$ cat src/smcr_pkg.sv
// Constants, types and register map of the select-with-message reporter
package smcr_pkg;

	// ----------------------------------------------------------------
	// Register map
	// ----------------------------------------------------------------
	localparam int            ADDR_W        = 12;
	localparam int            DATA_W        = 32;
	localparam logic [11:0]   ADDR_CTRL     = 12'h000;
	localparam logic [11:0]   ADDR_REPORT   = 12'h004;
	localparam logic [11:0]   ADDR_INT_STAT = 12'h008;
	localparam logic [11:0]   ADDR_INT_CLR  = 12'h00c;
	localparam logic [11:0]   ADDR_INT_EN   = 12'h010;

	// ----------------------------------------------------------------
	// Field positions
	// ----------------------------------------------------------------
	localparam int            CTRL_START    = 0;
	localparam int            CTRL_AUTO_RX  = 1;
	localparam int            CTRL_AUTO_ACK = 2;
	localparam int            REP_CODE_LSB  = 0;
	localparam int            REP_STEP_LSB  = 8;
	localparam int            REP_PEND      = 16;
	localparam int            REP_BUSY      = 17;
	localparam int            INT_REPORT    = 0;
	localparam int            INT_OVERFLOW  = 1;
	localparam int            INT_W         = 2;

	// ----------------------------------------------------------------
	// Report codes and steps
	// ----------------------------------------------------------------
	localparam logic [7:0]    CODE_RESET    = 8'h01;
	localparam logic [7:0]    CODE_TIMEOUT  = 8'h2c;
	localparam logic [7:0]    CODE_FREE     = 8'h31;
	localparam logic [7:0]    CODE_PHASE    = 8'h32;
	localparam logic [7:0]    CODE_NOT_MO   = 8'h54;
	localparam logic [7:0]    CODE_RX_MSG   = 8'h55;
	localparam logic [7:0]    CODE_RX_STAT  = 8'h56;
	localparam logic [7:0]    CODE_DONE     = 8'h60;
	localparam logic [7:0]    CODE_RESEL    = 8'h64;
	localparam logic [7:0]    STEP_WAIT     = 8'h00;
	localparam logic [7:0]    STEP_ARB      = 8'h01;
	localparam logic [7:0]    STEP_SEL      = 8'h02;
	localparam logic [7:0]    STEP_MSG      = 8'h03;
	localparam logic [7:0]    STEP_AFTER    = 8'h04;
	localparam logic [7:0]    STEP_ACK_NEG  = 8'h0c;

	// ----------------------------------------------------------------
	// Types
	// ----------------------------------------------------------------
	typedef enum logic [9:0] {
		S_IDLE      = 10'h001,
		S_PRE_RESEL = 10'h002,
		S_WAIT_FREE = 10'h004,
		S_ARB       = 10'h008,
		S_RESEL_W   = 10'h010,
		S_RESEL_OP  = 10'h020,
		S_SEL       = 10'h040,
		S_MSG       = 10'h080,
		S_RECV      = 10'h100,
		S_FIN       = 10'h200
	} smcr_state_t;

	typedef struct packed {
		logic [7:0] code;
		logic [7:0] step;
	} smcr_rep_t;

	typedef struct packed {
		logic bus_free;
		logic arb_won;
		logic arb_lost;
		logic reselected;
		logic sel_done;
		logic first_req;
		logic first_req_msgout;
		logic msg_done;
		logic cmd_end;
		logic bus_reset;
		logic reqack_timeout;
		logic phase_change;
		logic in_msg_done;
		logic in_status_done;
		logic resel_op_done;
	} smcr_evt_t;

	typedef struct packed {
		smcr_state_t             st;
		logic                    got_req;
		logic                    auto_rx;
		logic                    auto_ack;
		logic [INT_W-1:0]        int_en;
		logic [INT_W-1:0]        int_st;
		smcr_rep_t               cur;
		logic                    pend_v;
		smcr_rep_t               pend;
		logic                    atn;
		logic                    start;
		logic                    abort;
		logic                    ack_rel;
		logic                    irq;
		logic                    pready;
		logic                    pslverr;
		logic [DATA_W-1:0]       prdata;
	} smcr_regs_t;

endpackage

$ cat src/smcr_report.sv
// Select-with-message command tracker and completion reporter
//
// How it works
// - Bus reset while waiting for bus free reports code 01, step 00.
// - Bus reset during arbitration reports code 01, step 01.
// - Bus reset during selection reports code 01, step 02.
// - Bus reset during message out ends at once, code 01 step 03.
// - Bus reset after message out finished reports code 01, step 04.
// - Handshake timeout during message out reports code 2C, step 03.
// - Unexpected bus free during message out reports code 31, step 03.
// - Target phase change during message out reports code 32, step 03.
// - First request not message out: code 54 step 03, ATN held.
// - Wrong first phase, one message taken, ATN off: code 55 step 03.
// - Wrong first phase, one status taken, ATN off: code 56 step 03.
// - Normal end code 60; step 04 with ACK held, 0C if released.
// - Lost arbitration then reselected: 64/00, then reselection result.
// - Already reselected at issue: reselection result first, then 64.
// - Mid-transfer conditions end the command at once; bus goes quiet.
// - Single message or status reports need automatic receive mode.
// - Manual ACK mode leaves the final ACK asserted.
// - Automatic ACK mode releases the final ACK itself.
//
// Implementation choices: the APB register port and the address map.
`timescale 1ns/1ps
`default_nettype none

module smcr_report (
	input  wire logic                     MCLK,
	input  wire logic                     RESET,
	input  wire logic                     PSEL,
	input  wire logic                     PENABLE,
	input  wire logic                     PWRITE,
	input  wire logic [11:0]              PADDR,
	input  wire logic [31:0]              PWDATA,
	output var  logic [31:0]              PRDATA,
	output var  logic                     PREADY,
	output var  logic                     PSLVERR,
	input  wire smcr_pkg::smcr_evt_t      EVT,
	input  wire logic                     RESEL_ACTIVE,
	input  wire smcr_pkg::smcr_rep_t      RESEL_RESULT,
	output var  logic                     CMD_START,
	output var  logic                     CMD_ABORT,
	output var  logic                     ATN,
	output var  logic                     FINAL_ACK_RELEASE,
	output var  logic                     IRQ
);
	import smcr_pkg::*;

	// ----------------------------------------------------------------
	// State
	// ----------------------------------------------------------------
	smcr_regs_t r;
	smcr_regs_t next_r;

	localparam smcr_regs_t REGS_RESET = '{
		st:       S_IDLE,
		got_req:  1'b0,
		auto_rx:  1'b0,
		auto_ack: 1'b0,
		int_en:   '0,
		int_st:   '0,
		cur:      '0,
		pend_v:   1'b0,
		pend:     '0,
		atn:      1'b0,
		start:    1'b0,
		abort:    1'b0,
		ack_rel:  1'b0,
		irq:      1'b0,
		pready:   1'b0,
		pslverr:  1'b0,
		prdata:   '0
	};

	// ----------------------------------------------------------------
	// Report posting
	// ----------------------------------------------------------------
	// Shown slot first, one pending slot behind it, overflow flagged
	function automatic smcr_regs_t post(input smcr_regs_t s,
	                                    input logic [7:0] code,
	                                    input logic [7:0] step);
		smcr_regs_t o;
		o = s;
		if (!o.int_st[INT_REPORT]) begin
			o.cur.code = code;
			o.cur.step = step;
			o.int_st[INT_REPORT] = 1'b1;
		end else if (!o.pend_v) begin
			o.pend.code = code;
			o.pend.step = step;
			o.pend_v = 1'b1;
		end else begin
			o.int_st[INT_OVERFLOW] = 1'b1;
		end
		return o;
	endfunction

	// Ends the command: back to idle, ATN released
	function automatic smcr_regs_t finish(input smcr_regs_t s,
	                                      input logic [7:0] code,
	                                      input logic [7:0] step);
		smcr_regs_t o;
		o = post(s, code, step);
		o.st = S_IDLE;
		o.atn = 1'b0;
		return o;
	endfunction

	// ----------------------------------------------------------------
	// Next state
	// ----------------------------------------------------------------
	logic setup;
	logic access;
	logic wr;
	logic start_req;

	always_comb begin
		next_r = r;
		setup = PSEL && !PENABLE;
		access = PSEL && PENABLE && r.pready;
		wr = access && PWRITE && !r.pslverr;
		start_req = 1'b0;
		next_r.start = 1'b0;
		next_r.abort = 1'b0;
		next_r.ack_rel = 1'b0;

		// Bus slave: answer prepared in the setup cycle
		next_r.pready = setup;
		if (setup) begin
			next_r.pslverr = 1'b0;
			next_r.prdata = '0;
			unique case (PADDR)
				ADDR_CTRL: begin
					next_r.prdata[CTRL_AUTO_RX] = r.auto_rx;
					next_r.prdata[CTRL_AUTO_ACK] = r.auto_ack;
				end
				ADDR_REPORT: begin
					next_r.prdata[REP_CODE_LSB +: 8] = r.cur.code;
					next_r.prdata[REP_STEP_LSB +: 8] = r.cur.step;
					next_r.prdata[REP_PEND] = r.pend_v;
					next_r.prdata[REP_BUSY] = (r.st != S_IDLE);
				end
				ADDR_INT_STAT: begin
					next_r.prdata[INT_W-1:0] = r.int_st;
				end
				ADDR_INT_CLR: begin
					next_r.prdata = '0;
				end
				ADDR_INT_EN: begin
					next_r.prdata[INT_W-1:0] = r.int_en;
				end
				default: begin
					next_r.pslverr = 1'b1;
				end
			endcase
		end else if (access) begin
			next_r.pslverr = 1'b0;
		end

		// Register writes
		if (wr) begin
			unique case (PADDR)
				ADDR_CTRL: begin
					next_r.auto_rx = PWDATA[CTRL_AUTO_RX];
					next_r.auto_ack = PWDATA[CTRL_AUTO_ACK];
					start_req = PWDATA[CTRL_START];
				end
				ADDR_INT_CLR: begin
					// Acknowledge moves the pending report forward
					if (PWDATA[INT_REPORT] && r.int_st[INT_REPORT]) begin
						if (r.pend_v) begin
							next_r.cur = r.pend;
							next_r.pend_v = 1'b0;
						end else begin
							next_r.int_st[INT_REPORT] = 1'b0;
						end
					end
					if (PWDATA[INT_OVERFLOW]) begin
						next_r.int_st[INT_OVERFLOW] = 1'b0;
					end
				end
				ADDR_INT_EN: begin
					next_r.int_en = PWDATA[INT_W-1:0];
				end
				default: begin
				end
			endcase
		end

		// Command sequence; posts follow the clear so a set wins
		unique case (r.st)
			S_IDLE: begin
				if (start_req) begin
					next_r.start = 1'b1;
					next_r.atn = 1'b1;
					next_r.got_req = 1'b0;
					if (RESEL_ACTIVE) begin
						next_r.st = S_PRE_RESEL;
					end else begin
						next_r.st = S_WAIT_FREE;
					end
				end
			end
			S_PRE_RESEL: begin
				if (EVT.resel_op_done) begin
					next_r = post(next_r, RESEL_RESULT.code,
					              RESEL_RESULT.step);
					next_r = finish(next_r, CODE_RESEL, STEP_WAIT);
				end
			end
			S_WAIT_FREE: begin
				if (EVT.bus_reset) begin
					next_r = finish(next_r, CODE_RESET, STEP_WAIT);
				end else if (EVT.bus_free) begin
					next_r.st = S_ARB;
				end
			end
			S_ARB: begin
				if (EVT.bus_reset) begin
					next_r = finish(next_r, CODE_RESET, STEP_ARB);
				end else if (EVT.arb_won) begin
					next_r.st = S_SEL;
				end else if (EVT.arb_lost) begin
					next_r.st = S_RESEL_W;
				end
			end
			S_RESEL_W: begin
				if (EVT.bus_reset) begin
					next_r = finish(next_r, CODE_RESET, STEP_ARB);
				end else if (EVT.reselected) begin
					next_r = post(next_r, CODE_RESEL, STEP_WAIT);
					next_r.atn = 1'b0;
					next_r.st = S_RESEL_OP;
				end
			end
			S_RESEL_OP: begin
				if (EVT.resel_op_done) begin
					next_r = finish(next_r, RESEL_RESULT.code,
					                RESEL_RESULT.step);
				end
			end
			S_SEL: begin
				if (EVT.bus_reset) begin
					next_r = finish(next_r, CODE_RESET, STEP_SEL);
				end else if (EVT.sel_done) begin
					next_r.st = S_MSG;
				end
			end
			S_MSG: begin
				if (EVT.bus_reset) begin
					next_r = finish(next_r, CODE_RESET, STEP_MSG);
					next_r.abort = 1'b1;
				end else if (EVT.reqack_timeout) begin
					next_r = finish(next_r, CODE_TIMEOUT, STEP_MSG);
					next_r.abort = 1'b1;
				end else if (EVT.bus_free) begin
					next_r = finish(next_r, CODE_FREE, STEP_MSG);
					next_r.abort = 1'b1;
				end else if (EVT.first_req && !r.got_req) begin
					next_r.got_req = 1'b1;
					if (!EVT.first_req_msgout) begin
						if (r.auto_rx) begin
							next_r.atn = 1'b0;
							next_r.st = S_RECV;
						end else begin
							next_r = post(next_r, CODE_NOT_MO, STEP_MSG);
							next_r.st = S_IDLE;
						end
					end
				end else if (EVT.phase_change) begin
					next_r = finish(next_r, CODE_PHASE, STEP_MSG);
					next_r.abort = 1'b1;
				end else if (EVT.msg_done) begin
					next_r.atn = 1'b0;
					next_r.st = S_FIN;
				end
			end
			S_RECV: begin
				if (EVT.bus_reset) begin
					next_r = finish(next_r, CODE_RESET, STEP_MSG);
					next_r.abort = 1'b1;
				end else if (EVT.reqack_timeout) begin
					next_r = finish(next_r, CODE_TIMEOUT, STEP_MSG);
					next_r.abort = 1'b1;
				end else if (EVT.in_msg_done) begin
					next_r = finish(next_r, CODE_RX_MSG, STEP_MSG);
				end else if (EVT.in_status_done) begin
					next_r = finish(next_r, CODE_RX_STAT, STEP_MSG);
				end
			end
			S_FIN: begin
				if (EVT.bus_reset) begin
					next_r = finish(next_r, CODE_RESET, STEP_AFTER);
				end else if (EVT.cmd_end) begin
					if (r.auto_ack) begin
						next_r.ack_rel = 1'b1;
						next_r = finish(next_r, CODE_DONE, STEP_ACK_NEG);
					end else begin
						next_r = finish(next_r, CODE_DONE, STEP_AFTER);
					end
				end
			end
			default: begin
				// Illegal code falls back to idle
				next_r.st = S_IDLE;
				next_r.atn = 1'b0;
			end
		endcase

		// A bus reset in idle drops a held ATN unless a command starts
		if (EVT.bus_reset && r.st == S_IDLE && !start_req) begin
			next_r.atn = 1'b0;
		end

		next_r.irq = |(next_r.int_st & next_r.int_en);
	end

	// ----------------------------------------------------------------
	// Registers
	// ----------------------------------------------------------------
	always_ff @(posedge MCLK) begin
		if (RESET) begin
			r <= REGS_RESET;
		end else begin
			r <= next_r;
		end
	end

	// ----------------------------------------------------------------
	// Outputs
	// ----------------------------------------------------------------
	assign PRDATA = r.prdata;
	assign PREADY = r.pready;
	assign PSLVERR = r.pslverr;
	assign CMD_START = r.start;
	assign CMD_ABORT = r.abort;
	assign ATN = r.atn;
	assign FINAL_ACK_RELEASE = r.ack_rel;
	assign IRQ = r.irq;

endmodule // smcr_report

`default_nettype wire

$ cat config.mk
export PLATFORM = sky130hd
export DESIGN_NAME = smcr_report
export DESIGN_NICKNAME = d
export VERILOG_FILES = /design/src/smcr_pkg.sv /design/src/smcr_report.sv
export SDC_FILE = /design/constraint.sdc
export NUM_CORES = 1
export LEC_CHECK = 0
export BUFFER_PORTS_ARGS = -buffer_cell sky130_fd_sc_hd__buf_4
export CAP_MARGIN = 20
export CORE_MARGIN = 2
export CORE_UTILIZATION = 25
export DETAILED_ROUTE_END_ITERATION = 6
export PLACE_DENSITY = 0.4
export RECOVER_POWER = 100
export SYNTH_ARGS = -nofsm -noshare
export SYNTH_HDL_FRONTEND = slang
export SYNTH_SLANG_ARGS = --single-unit
$ cat constraint.sdc
create_clock -name MCLK -period 3.31 [get_ports MCLK]
set_clock_uncertainty 0.1 [all_clocks]
set_input_delay 0.1655 -clock MCLK [delete_from_list [all_inputs] [get_ports MCLK]]
set_output_delay 0.1655 -clock MCLK [all_outputs]
set_load 0.1 [all_outputs]
### Word-level counts from Yosys, hierarchy flattened

Cells that the tools add are included.

* register bits after elaboration: 89
* output and inout port bits: 39
* logic and storage cells: 217

* bitwise operators: 9
* eq/ne operators: 48
* multiplexer cells: 118
* reduce and logical (&&, ||, !) cells: 23

Operators by type and width (number)
* 89-bit two-way mux: 15
* 16-bit two-way mux: 32
* 17-bit two-way mux: 21
* 39-bit case mux with 9 select lines: 1
* 37-bit case mux with 9 select lines: 1
* 74-bit two-way mux: 3
* 10-bit case mux with 10 select lines: 1
* 10-bit two-way mux: 9
* 73-bit two-way mux: 1
* 35-bit two-way mux: 2
* 37-bit two-way mux: 1
* 32-bit two-way mux: 1
* 2-bit inequality test, second input constant: 16
* 1-bit case mux with 10 select lines: 3
* 12-bit by 4-bit == test with 1-bit output, second input constant: 2
* 6-bit inequality test, second input constant: 4
* 24-bit AND reduction: 1
* 23-bit two-way mux: 1
* 4-bit inequality test, second input constant: 5
* 19-bit two-way mux: 1
* 18-bit two-way mux: 1
* 3-bit inequality test, second input constant: 6
* 15-bit two-way mux: 1
* 1-bit two-way mux: 14
* other kinds (34): 55

### Depth between registers and ports, before layout

* depth after elaboration: 16
* gate-level depth with buffers: 11
* gate-level depth less buffers: 8

### Worst setup path after synthesis

OpenSTA, ideal clock, no wires.

* path type: register to register
* start point: register r (netlist bit PREADY)
* end point: register r[83] in the netlist's numbering
* slack: 133 ps
* library setup time: 70 ps
* arrival: 3007 ps
* period minus slack after synthesis: 3177 ps
* data required time: 3140 ps
* stages on the path, launching flop included: 10
* cells stage by stage: dfxtp_1 -> nand2b_1 -> nand2b_1 -> nor2_2 -> a31oi_1 -> or3_1 -> or3_1 -> buf_4 -> or4_1 -> a21oi_1

* word-level cells in the longest chain between the ends: 6

RTL lines
* from (decl): line smcr_report.sv:52 `smcr_regs_t r;`
* from (signal assigned): line smcr_report.sv:325 `r <= next_r;`
* 1-bit logical AND: line smcr_report.sv:120 `access = PSEL && PENABLE && r.pready;`
* 1-bit logical AND (2 in series): line smcr_report.sv:121 `wr = access && PWRITE && !r.pslverr;`
* 1-bit two-way mux: line smcr_report.sv:161 `if (wr) begin`
* 2-bit inequality test (no line)
* 11-bit AND reduction (no line)

No other way between the ends.
A chain may end at the register's enable or synchronous reset.

### Worst setup path in the final report

* start point: register r[79] in the netlist's numbering
* end point: register r[80] in the netlist's numbering

* word-level cells in the longest chain between the ends: 3

RTL lines
* 10-bit by 8-bit == test with 1-bit output, or another cell as far along: line smcr_report.sv:191 `unique case (r.st)`
* 7-bit inequality test (no line), or another cell as far along
* 11-bit AND reduction (no line)

Parallel ways exist; a longest one is shown, timed or not.

==> impl_metrics.toml <==
[floorplan]
start_util_pct = 25.4
rows = 54
io_pins = 120
die_area_mm2 = 0.0232
fp.dieH_um = 152
core_area_mm2 = 0.0217
chipWidth_um = 152

[sta]
timing.hold.ws_ns = 0.0225
hold_violations = 0
finalSetupViolCount = 0
setup_slack_ns = 0.143
max_freq_mhz = 316
fin_setup_tns_ns = 0
min_period_ns = 3.17
finalMaxSlewViolations = 0
worst_pin_slew_ns = 1.19
maxSlewHeadroom_pct = 20.9
rsz0062_at_grt = "false"
period_share_pct = 95.7

[pwr]
p_sw_share_pct = 39.2
p_per_area_mw_per_mm2 = 438
ir_worst_vdd_mv = 0.176
p_comb_share_pct = 34.0
power_mw = 3.00
switchingPower_mw = 1.18
p_int_mw = 1.83
clockPowerShare_pct = 33.8
p_leak_nw = 2.46
pwr-share-seq_pct = 32.2

[grt]
grt_first_pass_wirelength_um = 37800
grt_pass1_vias = 6203
grt_usage_pct = 21.1
antenna_found_initial = 1
grt.overflow.total = 0
grt_max_degree = 73

[clock_network]
cts_buffers = 9
cts_buffer_depth = 2
cts_sinks = 75
clockRootBuffer = "clkbuf_16"
clkSlewWorstSetupHoldPaths_ns = 0.07
htree_levels = 3
cts_tree = "built"
cts_resized = 0
insertion_delay_ns = 0.36

[cells_and_area]
syn2layout_area_growth_pct = 24.6
design_area_mm2 = 0.00685
drive_above_1_share_pct = 18.2
layout.nets = 949

[drt]
drc = 0
drtPass1Iterations = 5
wl_per_cell_um = 21.6
drt_iter0_markers = 541
routed_wl_um = 25000
viasPerCell = 5.52
ant_nets = 0
via_count = 6374

[worst_setup_path]
worstSetupPathType = "flip-flop to flip-flop"
worstPathRequired_ns = 3.42
setup.worst_path.end_class = "flip-flop"
r2r_end = "r[80]$_SDFFE_PP0P_"
reg2reg_from = "r[79]$_SDFFE_PP1P_"
worstPathArrival_ns = 3.27
r2r_setup_slack_ns = 0.14
critPathMaxFanout = 14
crit_path_start_kind = "flip-flop"
r2r_cells = 11
crit_path_start = "r[79]$_SDFFE_PP1P_"

[min_path]
hp-class = "input port to flip-flop"
hold_depth = 3
hp-start = "RESEL_RESULT[5]"
worstHoldEndpoint = "r[61]$_SDFF_PP0_"

[synthesis]
yosysWarnings = 0
synth.distinct_cells = 76
ys_ff_latch = 75
syn_area_per_cell_um2 = 7.22
synthArstFlopShare_pct = 0
yosysSeqAreaShare_pct = 27.3
synth_edf_count = 0
netlist_instances = 762
synth_ff_type = "dfxtp_1"
netlist_area_mm2 = 0.00550

[place]
dpl_worst_slack_ns = 0.212
dp_hpwl_um = 19200
post_dp_cell_area_mm2 = 0.00662
gp_congestion = 0.947
io_buffers = 76

[status]
outcome = "finished clean"

[run]
maxCapViolCount = 0
## synthesized netlist by cell type (4+ instances only)
master    number  area, um^2
o22ai_1       17         106
nor3_1        23         115
o21ai_1        4        20.0
and2_1         7        43.8
buf_4         33         248
mux2_2         4        45.0
a31oi_1       12        75.1
and3_1         8        50.1
a221oi_1       6        52.6
or3_1         12        75.1
a22oi_1       20         150
buf_2         12        60.1
nor2b_1        8        50.1
a21oi_1       68         340
clkbuf_1      34         128
o211ai_1       5        37.5
nand4_1       14        87.6
inv_1         14        52.6
o21bai_1       6        45.0
mux2i_1       19         190
nor2_1        99         372
a211oi_1      10        75.1
nor4_1        16         100
nand3_1       21         105
nand4b_1       6        52.6
nand2_1       65         244
dfxtp_1       75        1500
o21ai_0       36         180
or4_1         10        75.1
nor3b_1        4        30.0
nand2b_1      13        81.3
o32ai_1        6        52.6
o31ai_1        5        37.5
## kinds of logic after synthesis
family / count (synthesis) / share of synthesized area [%]
muxes: 23 / 4.28
xor gates and xnor gates: 4 / 0.637
DFF: 75 / 27.3
and+or+nand+nor: 331 / 31.1
AOI/OAI and AO/OA: 228 / 27.1
other: 1 / 0.0682
buffers and inverters: 100 / 9.53
## timing repair
| action | CTS | global route |
|---|---|---|
| setup buffers | 0 | 0 |
| hold endpoints to repair | 9 | 0 |
| hold buffers | 9 | 0 |
## registers in the layout (all words and copies together), names as in the netlist
signal	cells
PRDATA	18
PSLVERR	1
CMD_START	1
IRQ	1
r	50
ATN	1
CMD_ABORT	1
FINAL_ACK_RELEASE	1
PREADY	1
## through the flow
| stage | util [%] | cells |
|---|---|---|
| finish | 31.6 | 1154 |
| global route | 31.6 | 1153 |
| CTS | 32.3 | 1152 |
| detailed placement | 30.5 | 1127 |
| global placement | 30.5 | 1127 |
| floorplan | - | 775 |
## worst max-delay path, stage by stage, from the launching register on
cell      delay, ns
dfxtp_1        0.32
or4_4          0.66
nor4_1         0.44
buf_4          0.22
nand3_1        0.07
o311ai_0       0.12
clkbuf_1       0.25
or3_1          0.16
or3_1          0.25
clkbuf_4       0.19
mux2i_1        0.18
nor2_1         0.06
## power groups by stage
stage | Sequential (mW) | Combinational, mW | Clock [mW]
floorplan | 1.03 | 0.579 | 0
global placement | 0.987 | 1.02 | 0
detailed placement | 0.987 | 1.01 | 0
CTS | 0.968 | 1.03 | 1.04
global route | 0.972 | 1.10 | 1.07
finish | 0.968 | 1.02 | 1.01
## worst max path at each step
stage | end | slack, ns | depth (start not counted)
5_1_grt | r[80]$_SDFFE_PP0P_ | 0.02 | 9
3_5_place_dp | r[80]$_SDFFE_PP0P_ | 0.21 | 9
3_3_place_gp | r[80]$_SDFFE_PP0P_ | 0.23 | 9
2_1_floorplan | r[83]$_SDFFE_PP0P_ | 0.13 | 9
4_1_cts | r[80]$_SDFFE_PP0P_ | 0.20 | 9
6_report | r[80]$_SDFFE_PP0P_ | 0.14 | 11
## cell type report
class                   instances  area [um^2]
multi-input cells             600         3520
inverters                      15         56.3
diodes                          1         2.50
clock buffers                   9          225
flip-flops and latches         75         1500
fillers                      2413        14800
well taps                     280          350
repair buffers                167         1130
clock inverters                 7         65.1
## cell usage in the layout, fill, tap and decap left out, types with 4 or more instances in the layout
master	instances
buf_4	113
o21ai_0	38
nor3_1	23
o31ai_1	5
o22ai_1	17
o311ai_0	4
or4_1	10
o32ai_1	6
nor2_1	100
mux2_2	4
o21bai_1	6
mux2i_1	19
a211oi_1	10
a221oi_1	6
clkbuf_16	9
a22oi_1	20
o211ai_1	5
nor4_1	16
a21oi_1	67
nand3_1	21
nand4_1	14
and2_1	5
nand4b_1	6
inv_1	14
clkbuf_4	5
nand2_1	65
nor3b_1	4
and3_1	8
nand2b_1	13
nor2b_1	8
dlygate4sd3_1	9
conb_1	14
or3_1	12
a31oi_1	12
dfxtp_1	75
clkbuf_1	37
## routing by layer
metal  vias up  GRT usage [%]  wire length, um
li1       3007              -                -
met5         -              0                0
met2       273           32.2            10800
met3        47           4.52             1710
met1      3047           29.1            11600
met4         0           8.46              817
Power figures use the tool's default switching activity.
